`src/rtl/pic_consts.svh`:
```
`ifndef PIC_CONSTS_SVH
`define PIC_CONSTS_SVH
// Oscillator and derived rates, in kHz.
`define PIC_OSC_KHZ 50000
`define PIC_BASIC_KHZ 1024
// Time pulses in one memory cycle.
`define PIC_TP_NUM 12
// Real-time count period in ms and count periods per second.
`define PIC_RT_TICK_MS 10
`define PIC_TICKS_PER_S 100
// Fastest timer period in us.
`define PIC_T6_TICK_US 625
// Source counts and widths.
`define PIC_NUM_RUPT 10
`define PIC_NUM_CNT 29
`define PIC_RT_W 28
// Counter indices and interrupt bit positions.
`define PIC_RT_CNT_IDX 0
`define PIC_UPL_CNT_IDX 1
`define PIC_IRQ_KEY 4
`define PIC_IRQ_HAND 9
// Addresses sent to the central processor.
`define PIC_CNT_BASE 12'h020
`define PIC_RUPT_BASE 12'h800
`endif

```
`src/rtl/pic_pkg.sv`:
```
package pic_pkg;
	typedef enum logic [1:0] {PIC_ORD_NONE, PIC_ORD_COUNT, PIC_ORD_RUPT, PIC_ORD_RESUME} pic_ord_t;
	typedef enum logic {PIC_PROG, PIC_RUPT} pic_mode_t;

	typedef struct packed {
		logic [15:0] acc;
		logic        basic_en;
		logic        sync;
		logic [11:0] tp;
		logic        mcs;
		logic [13:0] scl;
		logic [9:0]  t6c;
		logic [6:0]  sec;
		logic [4:0]  tick;
	} pic_tmr_st_t;

	typedef struct packed {
		logic [28:0] pend;
		logic        alarm;
	} pic_arb_st_t;

	typedef struct packed {
		pic_mode_t        mode;
		logic             ret_pend;
		logic [9:0]       pend;
		logic             hand_prev;
		logic             ord_valid;
		pic_ord_t         ord;
		logic [11:0]      addr;
		logic [27:0]      rt;
		logic             dn_valid;
		logic [27:0]      dn_time;
		logic [4:0]       key;
		logic [15:0]      disc;
		logic [2:0][14:0] bcnt;
		logic [2:0][9:0]  btmr;
		logic [2:0][9:0]  bgap;
		logic [2:0]       bout;
	} pic_top_st_t;

	// Index of the lowest set bit, which is the highest rank; 5'h1F when none.
	function automatic logic [4:0] pic_first(input logic [31:0] v);
		pic_first = 5'h1F;
		for (int i = 31; i >= 0; i--) begin
			if (v[i]) begin
				pic_first = 5'(i);
			end
		end
	endfunction
endpackage

```
`src/rtl/pic_timer.sv`:
```
`include "pic_consts.svh"
module pic_timer #(
	parameter logic [13:0] RT_TICK_BASIC = 14'(`PIC_BASIC_KHZ * `PIC_RT_TICK_MS)
) (
	input  wire logic        clk,             // System clock.
	input  wire logic        rst_n,           // Synchronous reset, low.
	output logic             basic_en,        // One pulse per basic clock period.
	output logic             sync_out,        // Continuous sync square wave.
	output logic [11:0]      time_pulse,      // One-hot time pulse.
	output logic             mem_cycle_start, // First time pulse of a memory cycle.
	output logic [4:0]       tick             // {sec, t4, t3, t5, t6} pulses.
);
	localparam logic [15:0] STEP = 16'(`PIC_BASIC_KHZ);
	localparam logic [15:0] WRAP = 16'(`PIC_OSC_KHZ);
	localparam logic [9:0]  T6_BASIC = 10'(`PIC_BASIC_KHZ * `PIC_T6_TICK_US / 1000);
	localparam logic [6:0]  SEC_TICKS = 7'(`PIC_TICKS_PER_S);

	pic_pkg::pic_tmr_st_t st_ff;
	pic_pkg::pic_tmr_st_t nxt_st;

	// A phase accumulator gives the exact average basic rate from a non-integer ratio.
	always_comb begin
		nxt_st = st_ff;
		nxt_st.basic_en = 1'b0;
		nxt_st.mcs = 1'b0;
		nxt_st.tick = 5'h00;
		if (st_ff.acc + STEP >= WRAP) begin
			nxt_st.acc = 16'(st_ff.acc + STEP - WRAP);
			nxt_st.basic_en = 1'b1;
		end else begin
			nxt_st.acc = 16'(st_ff.acc + STEP);
		end
		nxt_st.sync = nxt_st.acc >= (WRAP >> 1);
		if (st_ff.basic_en) begin
			nxt_st.tp = {st_ff.tp[10:0], st_ff.tp[11]};
			nxt_st.mcs = st_ff.tp[11];
			nxt_st.t6c = (st_ff.t6c == T6_BASIC - 10'h001) ? 10'h000 : 10'(st_ff.t6c + 10'h001);
			nxt_st.tick[0] = (st_ff.t6c == 10'h000);
			nxt_st.scl = (st_ff.scl == RT_TICK_BASIC - 14'h0001) ? 14'h0000 : 14'(st_ff.scl + 14'h0001);
			nxt_st.tick[1] = (st_ff.scl == 14'h0000);
			nxt_st.tick[2] = (st_ff.scl == (RT_TICK_BASIC >> 1));
			nxt_st.tick[3] = (st_ff.scl == (RT_TICK_BASIC >> 2));
			if (st_ff.scl == 14'h0000) begin
				nxt_st.sec = (st_ff.sec == SEC_TICKS - 7'h01) ? 7'h00 : 7'(st_ff.sec + 7'h01);
				nxt_st.tick[4] = (st_ff.sec == 7'h00);
			end
		end
	end

	// Register the timer state.
	always_ff @(posedge clk) begin
		if (!rst_n) begin
			st_ff <= '0;
			st_ff.tp <= 12'h001;
		end else begin
			st_ff <= nxt_st;
		end
	end

	assign basic_en = st_ff.basic_en;
	assign sync_out = st_ff.sync;
	assign time_pulse = st_ff.tp;
	assign mem_cycle_start = st_ff.mcs;
	assign tick = st_ff.tick;
endmodule // pic_timer

```
`src/rtl/pic_cnt_arb.sv`:
```
`include "pic_consts.svh"
module pic_cnt_arb (
	input  wire logic        clk,   // System clock.
	input  wire logic        rst_n, // Synchronous reset, low.
	input  wire logic [28:0] req,   // Incremental pulses, one per counter.
	input  wire logic        take,  // Grant of the top pending counter.
	output logic             any,   // A counter request is pending.
	output logic [4:0]       idx,   // Top-ranked pending counter.
	output logic             alarm  // Pulse arrived before its last was served.
);
	pic_pkg::pic_arb_st_t st_ff;
	pic_pkg::pic_arb_st_t nxt_st;
	logic [28:0]          clr;

	assign any = |st_ff.pend;
	assign idx = pic_pkg::pic_first({3'b000, st_ff.pend});
	assign clr = take ? (29'h0000001 << idx) : 29'h0000000;

	// A new pulse wins over the grant that clears its bit in the same cycle.
	always_comb begin
		nxt_st = st_ff;
		nxt_st.pend = (st_ff.pend & ~clr) | req;
		nxt_st.alarm = |(req & st_ff.pend & ~clr);
	end

	// Register the pending set.
	always_ff @(posedge clk) begin
		if (!rst_n) begin
			st_ff <= '0;
		end else begin
			st_ff <= nxt_st;
		end
	end

	assign alarm = st_ff.alarm;
endmodule // pic_cnt_arb

```
`src/rtl/pic_top.sv`:
```
// Notes on behaviour
// Counter servicing ranks first and merely delays whatever was running.
// A program interrupt suspends the program but never another service.
// A software inhibit keeps program interrupts from preempting the program.
// Ten interrupts rank timer 6, 5, 3, 4, key, mark, uplink, downlink, radar, hand.
// Timers are internal; others come from keys, mark, uplink, downlink, radar, controller.
// Interrupt entry is an order code to the sequencer with the routine address.
// Routine return resumes the program only if no other interrupt waits or the software inhibit is set.
// Each incremental pulse yields a counter address and a request.
// Timer pulses advance a 28-bit real-time count spanning 745.65 hours.
// The real-time count goes out on the downlink once a second.
// Output channels issue software-sized pulse bursts and discrete outputs.
// A continuous 1.024 MHz sync pulse train is driven out.
// Each uplink bit requests the uplink counter for serial shifting.
// Downlink timing is supplied by the instrumentation side, asynchronously.
// A key press latches its code and requests the key routine.
// The oscillator is divided to the 1,024 kpps basic clock.
// A scaler divides the basic clock further for timekeeping ticks.
// A repeating set of time pulses defines each memory cycle.
// Order codes are presented at the end of each instruction.
// Twenty-nine counters are ranked; an unserved pulse raises an alarm.
// Twelve time pulses recur in every memory cycle.
// Requests wait for the next instruction boundary; the top rank wins.
`include "pic_consts.svh"
module pic_top #(
	parameter logic [13:0] RT_TICK_BASIC = 14'(`PIC_BASIC_KHZ * `PIC_RT_TICK_MS)
) (
	input  wire logic        clk,               // System clock, 50 MHz.
	input  wire logic        rst_n,             // Synchronous reset, low.
	input  wire logic        instr_end,         // Sequencer instruction boundary.
	input  wire logic        rupt_return,       // Boundary ends a service routine.
	input  wire logic        rupt_inhibit,      // Software interrupt inhibit.
	output logic             ord_valid,         // Order code strobe.
	output pic_pkg::pic_ord_t ord_code,         // Order code to the sequencer.
	output logic [11:0]      ord_addr,          // Address for the write lines.
	output logic             in_rupt,           // A service routine is running.
	input  wire logic [26:0] inc_pulse,         // External incremental pulses.
	input  wire logic        uplink_bit,        // One uplink bit received.
	input  wire logic        uplink_word_done,  // Uplink word complete.
	input  wire logic        key_press,         // Keyboard press strobe.
	input  wire logic [4:0]  key_code,          // Code of the pressed key.
	input  wire logic        mark_in,           // Sighting mark discrete.
	input  wire logic        radar_word_done,   // Radar word complete.
	input  wire logic        hand_in_detent,    // Hand controller in detent.
	input  wire logic        dnlink_word_req,   // Downlink wants a word.
	input  wire logic [2:0]  burst_load,        // Load one burst channel.
	input  wire logic [14:0] burst_num,         // Pulses in the burst.
	input  wire logic [9:0]  burst_gap,         // Basic periods between pulses.
	output logic [2:0]       burst_out,         // Burst pulses.
	input  wire logic        disc_we,           // Discrete channel write.
	input  wire logic [15:0] disc_data,         // Discrete channel data.
	output logic [15:0]      disc_out,          // Discrete outputs.
	output logic [4:0]       key_chan,          // Latched key code channel.
	output logic             count_alarm,       // Counter overrun alarm.
	output logic             sync_out,          // Sync pulse train.
	output logic [11:0]      time_pulse,        // One-hot time pulses.
	output logic             mem_cycle_start,   // Memory cycle start.
	output logic             dnlink_time_valid, // Real-time word strobe.
	output logic [27:0]      dnlink_time        // Real-time word.
);
	localparam logic [4:0] RT_IDX = 5'(`PIC_RT_CNT_IDX);
	localparam logic [4:0] NONE = 5'h1F;

	pic_pkg::pic_top_st_t st_ff;
	pic_pkg::pic_top_st_t nxt_st;
	logic                 basic_en;
	logic [4:0]           tick;
	logic [28:0]          cnt_req;
	logic                 cnt_any;
	logic [4:0]           cnt_idx;
	logic                 cnt_take;
	logic [9:0]           rupt_set;
	logic [9:0]           rupt_clr;
	logic [4:0]           rupt_idx;

	// Clock division, scaler and time pulses.
	pic_timer #(
		.RT_TICK_BASIC(RT_TICK_BASIC)
	) u_timer (
		.clk            (clk),
		.rst_n          (rst_n),
		.basic_en       (basic_en),
		.sync_out       (sync_out),
		.time_pulse     (time_pulse),
		.mem_cycle_start(mem_cycle_start),
		.tick           (tick)
	);

	// The real-time tick and uplink bits are counters like the external pulses.
	assign cnt_req = {inc_pulse, uplink_bit, tick[1]};
	assign cnt_take = instr_end && cnt_any;

	// Counter ranking and overrun detection.
	pic_cnt_arb u_arb (
		.clk  (clk),
		.rst_n(rst_n),
		.req  (cnt_req),
		.take (cnt_take),
		.any  (cnt_any),
		.idx  (cnt_idx),
		.alarm(count_alarm)
	);

	// Interrupt sources; bit 0 ranks highest.
	always_comb begin
		rupt_set = 10'h000;
		rupt_set[0] = tick[0];
		rupt_set[1] = tick[1];
		rupt_set[2] = tick[2];
		rupt_set[3] = tick[3];
		rupt_set[4] = key_press;
		rupt_set[5] = mark_in;
		rupt_set[6] = uplink_word_done;
		rupt_set[7] = dnlink_word_req;
		rupt_set[8] = radar_word_done;
		rupt_set[9] = st_ff.hand_prev && !hand_in_detent;
	end

	assign rupt_idx = pic_pkg::pic_first({22'h000000, st_ff.pend});

	// Boundary arbitration: counters, then return or chaining, then entry.
	always_comb begin
		nxt_st = st_ff;
		rupt_clr = 10'h000;
		nxt_st.ord_valid = 1'b0;
		nxt_st.dn_valid = 1'b0;
		nxt_st.hand_prev = hand_in_detent;
		if (rupt_return && !cnt_take) begin
			nxt_st.ret_pend = 1'b0;
		end else if (rupt_return) begin
			nxt_st.ret_pend = 1'b1;
		end
		if (instr_end) begin
			if (cnt_any) begin
				nxt_st.ord_valid = 1'b1;
				nxt_st.ord = pic_pkg::PIC_ORD_COUNT;
				nxt_st.addr = 12'(`PIC_CNT_BASE + {7'h00, cnt_idx});
				if (cnt_idx == RT_IDX) begin
					nxt_st.rt = 28'(st_ff.rt + 28'h0000001);
				end
			end else begin
				unique case (st_ff.mode)
					pic_pkg::PIC_RUPT: begin
						// A running routine is never preempted by another interrupt.
						if (rupt_return || st_ff.ret_pend) begin
							nxt_st.ret_pend = 1'b0;
							nxt_st.ord_valid = 1'b1;
							if (rupt_idx != NONE && !rupt_inhibit) begin
								nxt_st.ord = pic_pkg::PIC_ORD_RUPT;
								nxt_st.addr = 12'(`PIC_RUPT_BASE + {5'h00, rupt_idx, 2'b00});
								rupt_clr[rupt_idx[3:0]] = 1'b1;
							end else begin
								nxt_st.ord = pic_pkg::PIC_ORD_RESUME;
								nxt_st.addr = 12'h000;
								nxt_st.mode = pic_pkg::PIC_PROG;
							end
						end
					end
					pic_pkg::PIC_PROG: begin
						if (rupt_idx != NONE && !rupt_inhibit) begin
							nxt_st.ord_valid = 1'b1;
							nxt_st.ord = pic_pkg::PIC_ORD_RUPT;
							nxt_st.addr = 12'(`PIC_RUPT_BASE + {5'h00, rupt_idx, 2'b00});
							nxt_st.mode = pic_pkg::PIC_RUPT;
							rupt_clr[rupt_idx[3:0]] = 1'b1;
						end
					end
				endcase
			end
		end
		// A source that fires in the cycle of its grant stays pending.
		nxt_st.pend = (st_ff.pend & ~rupt_clr) | rupt_set;
		if (tick[4]) begin
			nxt_st.dn_valid = 1'b1;
			nxt_st.dn_time = st_ff.rt;
		end
		if (key_press) begin
			nxt_st.key = key_code;
		end
		if (disc_we) begin
			nxt_st.disc = disc_data;
		end
		// Bursts pace on the basic clock, so the gap resolution is one basic period.
		for (int c = 0; c < 3; c++) begin
			nxt_st.bout[c] = 1'b0;
			if (burst_load[c]) begin
				nxt_st.bcnt[c] = burst_num;
				nxt_st.bgap[c] = burst_gap;
				nxt_st.btmr[c] = 10'h000;
			end else if (basic_en && st_ff.bcnt[c] != 15'h0000) begin
				if (st_ff.btmr[c] == 10'h000) begin
					nxt_st.bout[c] = 1'b1;
					nxt_st.bcnt[c] = 15'(st_ff.bcnt[c] - 15'h0001);
					nxt_st.btmr[c] = st_ff.bgap[c];
				end else begin
					nxt_st.btmr[c] = 10'(st_ff.btmr[c] - 10'h001);
				end
			end
		end
	end

	// Register the whole controller state.
	always_ff @(posedge clk) begin
		if (!rst_n) begin
			st_ff <= '0;
		end else begin
			st_ff <= nxt_st;
		end
	end

	assign ord_valid = st_ff.ord_valid;
	assign ord_code = st_ff.ord;
	assign ord_addr = st_ff.addr;
	assign in_rupt = (st_ff.mode == pic_pkg::PIC_RUPT);
	assign burst_out = st_ff.bout;
	assign disc_out = st_ff.disc;
	assign key_chan = st_ff.key;
	assign dnlink_time_valid = st_ff.dn_valid;
	assign dnlink_time = st_ff.dn_time;
endmodule // pic_top

```
`config.mk`:
```
export PLATFORM = sky130hd
export DESIGN_NAME = pic_top
export DESIGN_NICKNAME = d
export VERILOG_FILES = /design/src/rtl/pic_pkg.sv /design/src/rtl/pic_timer.sv /design/src/rtl/pic_cnt_arb.sv /design/src/rtl/pic_top.sv
export VERILOG_INCLUDE_DIRS = /design/src /design/src/rtl
export SDC_FILE = /design/constraint.sdc
export NUM_CORES = 1
export LEC_CHECK = 0
export CORE_UTILIZATION = 55
export DETAILED_ROUTE_END_ITERATION = 12
export DONT_BUFFER_PORTS = 1
export PLACE_DENSITY = 0.72
export SLEW_MARGIN = 20
export SYNTH_ARGS = -nofsm -noshare
export SYNTH_HDL_FRONTEND = slang
export SYNTH_SLANG_ARGS = --single-unit
```
`constraint.sdc`:
```
create_clock -name clk -period 5.2 [get_ports clk]
set_clock_uncertainty 0.05 [all_clocks]
set_input_delay 0.52 -clock clk [delete_from_list [all_inputs] [get_ports clk]]
set_output_delay 0.52 -clock clk [all_outputs]
set_load 0.01 [all_outputs]
```
### Word level (Yosys, flattened, before mapping)

Cells that the tools add are included.

* bitwise logic cells: 14
* shift operators: 1
* eq/ne operators: 8
* $add $sub $neg: 14
* mux-type cells: 81
* magnitude comparators: 4
* reduce and logical (&&, ||, !) cells: 46

Operator list (count)
* two-way mux 15 bit: 12
* two-way mux 5 bit: 26
* bitwise AND 29 bit: 3
* two-way mux 10 bit: 8
* two-way mux 29 bit: 2
* OR reduction 29 bit: 2
* nonzero test 15 bit: 3
* subtractor 15 x 1 -> 15 bit (second input constant): 3
* logical NOT 10 bit: 4
* two-way mux 4 bit: 8
* case mux 15 bit (2 select lines): 1
* subtractor 10 x 1 -> 10 bit (second input constant): 3
* inverter 29 bit: 1
* OR 29 bit: 1
* left shift 1 x 5 -> 29 bit (first input constant): 1
* adder 28 x 1 -> 28 bit (second input constant): 1
* case mux 10 bit (2 select lines): 1
* adder 16 x 11 -> 16 bit (second input constant): 1
* >= comparator 16 x 15 -> 1 bit (second input constant): 1
* >= comparator 16 bit (second input constant): 1
* two-way mux 16 bit: 1
* subtractor 16 bit (second input constant): 1
* adder 14 x 1 -> 14 bit (second input constant): 1
* equality test 14 x 12 -> 1 bit (second input constant): 1
* other kinds (36): 81

* output and inout port bits: 84
* bits in registers: 311
* input bits: 89
* logic and storage cells: 204

### Longest topological paths before layout

Gate-level depths: netlist of the first run.

* depth after elaboration: 34
* gate-level depth with buffers: 11
* depth with buffers taken out: 10

### By module

Synthesis of the first run repeated with hierarchy kept, for this count alone.

* cell total of the unflattened synthesis: 1838
* area, all modules: 15496.1 um^2

By module, submodules not included
* pic_top: cells each 1172, instances 1, sequential area each 4204.0 um^2, area an instance 10069.7 um^2
* pic_timer: cells each 369, instances 1, sequential area each 1261.2 um^2, area an instance 3245.6 um^2
* pic_cnt_arb: cells each 297, instances 1, sequential area each 600.6 um^2, area an instance 2180.8 um^2

### Worst setup path after synthesis of the first run

Ideal clock, no wire load.

* path kind: flip-flop to flip-flop
* from: reg st_ff[53] in the netlist's numbering
* to: reg st_ff[102] in the netlist's numbering
* period minus slack after synthesis: 2846 ps
* data required time: 5034 ps
* setup slack: 2354 ps
* path buffers: 0
* library setup time: 116 ps
* arrival: 2680 ps
* cell stages (with the launch flop): 11
* cells stage by stage: dfxtp_1 -> inv_1 -> ha_1 -> or4b_2 -> nor3b_1 -> nand2_1 -> nor4_1 -> nand2b_1 -> nor3_1 -> xor2_1 -> o211a_1

* longest elaborated chain between the ends: 3

Ends and longest elaborated chain
* start, declared: line pic_top.sv:64 `pic_pkg::pic_top_st_t st_ff;`
* start signal, assigned: line pic_top.sv:207 `st_ff <= nxt_st;`
* logical NOT 10 bit: line pic_top.sv:191 `if (st_ff.btmr[c] == 10'h000) begin`
* nonzero test 2 bit (no source line)
* AND reduction 2 bit (no source line)

Every way passes these cells.
A chain may end at the register's enable or synchronous reset.

### Worst setup path after layout of the first run

* from: reg u_arb.st_ff[25] in the netlist's numbering
* to: reg st_ff[185] in the netlist's numbering

* longest elaborated chain between the ends: 27
* elaborated cells on any way between the ends: 28
* those cells by class: mux (25); reduce/logical (3)

Ends and longest elaborated chain
* start, declared: line pic_cnt_arb.sv:11 `pic_pkg::pic_arb_st_t st_ff;`
* start signal, assigned: line pic_cnt_arb.sv:31 `st_ff <= nxt_st;`
* two-way mux 3 bit: line pic_pkg.sv:45 `if (v[i]) begin`
* two-way mux 4 bit (8 in series): line pic_pkg.sv:45
* two-way mux 5 bit (16 in series): line pic_pkg.sv:45
* logical NOT 5 bit: line pic_top.sv:138 `if (cnt_idx == RT_IDX) begin`
* AND reduction 3 bit (no source line) (*)

Mark *: on every way between the ends. The rest lies on a longest branch, timed or not.

==> impl_metrics.env, run 1 <==
export IMPL_n_antenna_cell=0
export IMPL_status="completed"
export IMPL_timing_final_ws_setup_ps=1570
export IMPL_cts_made_buffers=34
export IMPL_worstPathCellList="nor2_1, a221oi_2, o221ai_2, a21o_1, o31a_1, or4b_4, or4_1, a21oi_1"
export IMPL_htree_num_levels=2
export IMPL_synth_seq_cells=303
export IMPL_drv_cap=0
export IMPL_finalCritPeriodShare_pct=69.9
export IMPL_synth_edff_count=0
export IMPL_grt_pass1_wl_mm=54.1
export IMPL_ys_warnings_count=0
export IMPL_cts_setup_buffers=0
export IMPL_avgSynthCellArea_um2=8.36
export IMPL_routedWlPerCell_um=16.8
export IMPL_dpl_hpwl_mm=23.1
export IMPL_finalHoldViolCount=0
export IMPL_holdCritPathClass="in2reg"
export IMPL_vdd_drop_max_mv=0.331
export IMPL_wl_mm=33.5
export IMPL_cts_buffer_depth=3
export IMPL_portBuffers=0
export IMPL_synth_most_common_cell="dfxtp_1"
export IMPL_fin_crit_ps=3630
export IMPL_fin_cells=1987
export IMPL_first_pass_iters=5
export IMPL_place_ws_ps=1690
export IMPL_post_cts_resized=0
export IMPL_io_pins=173
export IMPL_end_kind="flop"
export IMPL_finalInstanceArea_mm2=0.0153
export IMPL_synthCells=1743
export IMPL_cts_sinks=303
export IMPL_die_h_um=165
export IMPL_syn_cell_area_mm2=0.0146
export IMPL_placed_cells=1932
export IMPL_remaining_drc_errors=0
export IMPL_drtIter0Drc=781
export IMPL_synth_distinct_cells=80
export IMPL_area_delta_synth_final_pct=5.19
export IMPL_die_area_mm2=0.0272
export IMPL_cts_root_buf="clkbuf_16"
export IMPL_placed_area_mm2=0.0142
export IMPL_grt_pass1_vias=11000
export IMPL_rsz0062_at_grt="false"
export IMPL_path_class="reg2reg"
export IMPL_via_per_inst=5.89
export IMPL_critPathRequiredTime_ps=5580
export IMPL_crit_arrival_ps=4020
export IMPL_slew_headroom_pct=31.3
export IMPL_row_count=59
export IMPL_synthTopCellsByArea="dfxtp_1 42%, nor2_1 7.3%, mux2i_1 7.1%"
export IMPL_clkTransAtPathRegs_ps=60
export IMPL_core_mm2=0.0261
export IMPL_nets=1739
export IMPL_tns_ps=0
export IMPL_start_kind="flop"
export IMPL_overflow=0
export IMPL_vias=11700
export IMPL_power_density_mw_per_mm2=346
export IMPL_clock_latency_ps=510
export IMPL_synth_common_cells="303 x dfxtp_1, 282 x nor2_1, 129 x a21oi_1"
export IMPL_gp_congestion=0.981
export IMPL_yosys_area_top_type="dfxtp_1"
export IMPL_timing_fmax_mhz=275
export IMPL_cp_slowest_stage_delay_ps=750
export IMPL_start_util_pct=55.9
export IMPL_yosysSeqAreaShare_pct=41.6
export IMPL_tightest_slew_ps=1030
export IMPL_synth_top_area_share_pct=41.6
export IMPL_grt_max_degree=148
export IMPL_cp_max_fo=23
export IMPL_drive_above_1_share_pct=4.90
export IMPL_p_leak_nw=5.65
export IMPL_fp_dieW_um=165
export IMPL_yosys_most_used_dff="dfxtp_1"
export IMPL_ant_nets=0
export IMPL_async_flop_share_pct=0
export IMPL_final_setup_viol_count=0
export IMPL_slowest_stage="or4b_4"
export IMPL_cts_tree="yes"
export IMPL_slew_violations=0
export IMPL_antenna_found_initial=0
export IMPL_grt_util_all_layers_pct=24.5
export IMPL_hold_buffers=0
## worst max-delay path: cells and delay by family, from the launching register on
family,cells,cell delay [ps]
AOI/OAI and AO/OA,5,1720
DFF,1,460
and+or+nand+nor,3,1320
## routing by layer
| metal | wire, µm | vias to the layer above | share of wire, % | global-route usage [%] |
|---|---|---|---|---|
| li1 | - | 5798 | - | - |
| met1 | 14600 | 5498 | 44 | 31.1 |
| met2 | 15200 | 317 | 46 | 40.1 |
| met3 | 2530 | 81 | 7.6 | 6.03 |
| met4 | 1040 | 0 | 3.1 | 9.30 |
| met5 | 0 | - | 0 | 0 |
## cells in the final DEF (no fill, tap or decap), types with 7 or more instances in the layout
cell type / Yosys / routed
or3_1: 25 / 25
nand3_1: 46 / 46
and3_1: 28 / 28
o21ai_0: 74 / 73
nand4_1: 17 / 17
o211ai_1: 7 / 7
mux2i_1: 104 / 104
o31ai_1: 17 / 17
ha_1: 17 / 17
nor4b_1: 9 / 9
xor2_1: 40 / 40
and2_1: 12 / 12
o21a_1: 11 / 11
nand2_1: 121 / 121
clkbuf_16: 0 / 35
nand2b_1: 17 / 17
inv_1: 60 / 59
clkbuf_8: 0 / 7
or4_1: 18 / 18
a22oi_1: 9 / 9
xnor2_1: 49 / 49
nor3_1: 31 / 31
a211oi_1: 13 / 13
dfxtp_1: 303 / 302
nor4_1: 38 / 38
a21oi_1: 129 / 129
nor2_1: 282 / 282
buf_4: 78 / 7
## through the flow
stage,hold WS (ps),total power [mW],util [%]
floorplan,361,2.81,-
global placement,366,2.85,54.4
detailed placement,372,2.85,54.4
CTS,65.2,5.36,58.8
global route,70.4,5.50,58.8
finish,83.8,5.31,58.8
## kinds of logic after synthesis
kind of cell / share of synthesized area (%)
buffers and inverters: 7.73
AND/OR/NAND/NOR: 22.8
adder cells (fa/ha/maj): 1.46
AO/OA/AOI/OAI: 13.8
XOR/XNOR: 5.35
other: 0.0257
multiplexers: 7.22
flip-flops: 41.6
## final timing paths
path,slack (ps),end,cells after the start,from
max,1570,st_ff[185],8,u_arb.st_ff[25]
min,80,st_ff[201],1,hand_in_detent
max reg2reg,1570,st_ff[185],8,u_arb.st_ff[25]
min reg2reg,380,st_ff[205],2,u_timer.tick[3]
## power by group
group	switching (mW)	internal, mW	total [mW]
clock network	0.930	1.57	2.50
registers	0.0801	2.40	2.48
logic	0.200	0.133	0.334
total	1.21	4.10	5.31
## state kept, by name, indices dropped and copies added (netlist names)
signal / cells
burst_out: 3
disc_out: 16
dnlink_time: 28
dnlink_time_valid: 1
in_rupt: 1
key_chan: 5
ord_addr: 8
ord_code: 2
ord_valid: 1
st_ff: 145
u_arb.alarm: 1
u_arb.st_ff: 29
u_timer.basic_en: 1
u_timer.mem_cycle_start: 1
u_timer.st_ff: 43
u_timer.sync_out: 1
u_timer.tick: 5
u_timer.time_pulse: 12
## final cells by class
class / instances / area [µm²]
multi-input combinational: 1225 / 7390
fill: 2407 / 10700
sequential: 303 / 6070
clock buffer: 47 / 991
clock inverter: 8 / 169
timing repair buffer: 7 / 52.6
inverter: 62 / 240
tap: 335 / 419
No activity file was read; power rests on OpenSTA's default activity.
==> run 2: changes to the inputs <==
- PLACE_DENSITY: 0.72 -> 0.75
- clock period: 5.2 -> 3.1 ns (I/O delays scaled with it)
==> run 2 against run 1 <==
Net effect: clock power increased by 53%; register-to-register slack worse by 1500 ps; routed wire length grew 13%; sequential power rose by 68%; maximum frequency rose by 21%; combinational power rose by 150%; worst setup slack worse by 1500 ps; clock-buffer cell count rose by 4; non-clock buffer count rose by 153; sequential cell count stayed put; via count up 7.5%; design area up 9.3%.
==> impl_metrics.env, run 2 (synthesis gave the netlist of run 1 again) <==
export IMPL_utilization_pct=64.3
export IMPL_slew_headroom_pct=33.2
export IMPL_grt_util_all_layers_pct=27.5
export IMPL_crit_path_end="st_ff[172]"
export IMPL_tightest_slew_ps=999
export IMPL_r2r_end="st_ff[172]"
export IMPL_end_kind="flop"
export IMPL_vias=12600
export IMPL_slew_violations=0
export IMPL_drtIter0Drc=847
export IMPL_nets=1892
export IMPL_regToRegStartpoint="u_arb.st_ff[28]"
export IMPL_power_density_mw_per_mm2=526
export IMPL_p_leak_nw=6.27
export IMPL_r2r_cells=8
export IMPL_power_mw=8.81
export IMPL_antenna_found_initial=3
export IMPL_routedWlPerCell_um=17.7
export IMPL_area_delta_synth_final_pct=15.0
export IMPL_htree_num_levels=2
export IMPL_grt_pass1_vias=11800
export IMPL_placed_cells=1978
export IMPL_placed_area_mm2=0.0145
export IMPL_die_h_um=165
export IMPL_most_common_layout_cells="299 x dfxtp_1, 282 x nor2_1, 127 x a21oi_1"
export IMPL_grt_max_degree=81
export IMPL_final_setup_viol_count=0
export IMPL_cp_num_cells=8
export IMPL_cts_sinks=303
export IMPL_remaining_drc_errors=0
export IMPL_critPathRequiredTime_ps=3500
export IMPL_cts_tree="yes"
export IMPL_row_count=59
export IMPL_finalInstanceArea_mm2=0.0168
export IMPL_first_pass_iters=6
export IMPL_cp_max_fo=9
export IMPL_drv_cap=0
export IMPL_drive_above_1_share_pct=7.80
export IMPL_fin_cells=2146
export IMPL_ant_nets=0
export IMPL_crit_arrival_ps=3390
export IMPL_r2r_slack_ps=100
export IMPL_clock_latency_ps=520
export IMPL_grt_pass1_wl_mm=59.9
export IMPL_fp_dieW_um=165
export IMPL_overflow=0
export IMPL_holdCritPathClass="in2reg"
export IMPL_vdd_drop_max_mv=0.707
export IMPL_wl_mm=38.0
export IMPL_die_area_mm2=0.0272
export IMPL_crit_start="u_arb.st_ff[28]"
export IMPL_path_buf_inv=0
export IMPL_place_ws_ps=-34.4
export IMPL_fin_crit_ps=3000
export IMPL_rsz0062_at_grt="true"
export IMPL_via_per_inst=5.86
export IMPL_path_class="reg2reg"
export IMPL_reg_top3="st_ff (145), u_timer.st_ff (43), u_arb.st_ff (29)"
export IMPL_cp_slowest_stage_delay_ps=710
export IMPL_regMostFlops="st_ff"
export IMPL_start_kind="flop"
export IMPL_io_pins=173
export IMPL_start_util_pct=55.9
export IMPL_portBuffers=0
export IMPL_core_mm2=0.0261
export IMPL_finalHoldViolCount=0
export IMPL_cts_made_buffers=34
export IMPL_cts_root_buf="clkbuf_16"
export IMPL_dpl_hpwl_mm=24.8
export IMPL_slowest_stage="or4b_1"
export IMPL_largest_reg_flops=145
export IMPL_worstPathCellList="nand2b_1, a221oi_2, o221ai_2, a21o_1, o31a_1, or4b_1, or3_1, a21oi_1"
export IMPL_timing_final_ws_setup_ps=105
export IMPL_crit_family="simple AND/OR/NAND/NOR gates"
export IMPL_cts_buffer_depth=3
export IMPL_final_common_cell="dfxtp_1"
export IMPL_clkTransAtPathRegs_ps=60
export IMPL_gp_congestion=1.01
export IMPL_status="completed"
export IMPL_finalCritPeriodShare_pct=96.6
export IMPL_timing_fmax_mhz=334
[run 2: cell count changes in the layout (fill, tap and decap cells not counted), sizes merged]
cell         before  now
buf               7   55
bufinv            5    1
clkbuf           47   51
clkinv            3    4
clkinvlp          0    1
diode             0    3
dlygate4sd3       0  105
inv              62   63
[run 2: how the worst min path moves through the flow]
stage,end,startpoint,depth (start not counted)
2_1_floorplan,st_ff[205],u_timer.tick[3],2
3_3_place_gp,st_ff[205],u_timer.tick[3],2
3_5_place_dp,st_ff[205],u_timer.tick[3],2
4_1_cts,st_ff[212],rupt_return,2
5_1_grt,st_ff[212],rupt_return,2
6_report,st_ff[212],rupt_return,2
[run 2: routing by layer]
layer  wire [µm]  up-vias  GRT usage [%]
li1            -     6114              -
met1       16200     5971           34.7
met2       18000      413           45.5
met3        2840       74           6.35
met4         984        0           10.3
met5           0        -              0
[run 2: where the power goes]
group	total (mW)	switching, mW	internal (mW)
Sequential	4.16	0.141	4.02
Clock	3.82	1.58	2.24
Combinational	0.824	0.449	0.375
[run 2: per-stage QoR]
step | TNS, ps | hold slack [ps]
after floorplan | 0 | 361
after global placement | 0 | 370
after detailed placement | -34.4 | 371
after CTS | 0 | 2.80
after global routing | -72.1 | 16.6
final | 0 | 16.1
[run 2: area by class of cell]
class                      instances  area, µm²
fill                            2199       9300
multi-input combinational       1225       7470
sequential                       303       6070
timing repair buffer             160       1500
clock buffer                      51        965
tap                              335        419
inverter                          62        238
clock inverter                     7       81.3
antenna                            3       7.51
[run 2: timing repair]
| action | in CTS | in global routing |
|---|---|---|
| endpoints found under the setup margin | 1 | 16 |
| gates resized for setup | 1 | 16 |
| pin swaps | 0 | 2 |
| cloned | 0 | 0 |
| setup buffers | 0 | 0 |
| hold buffers | 107 | 0 |
| endpoints found under the hold margin | 147 | 0 |
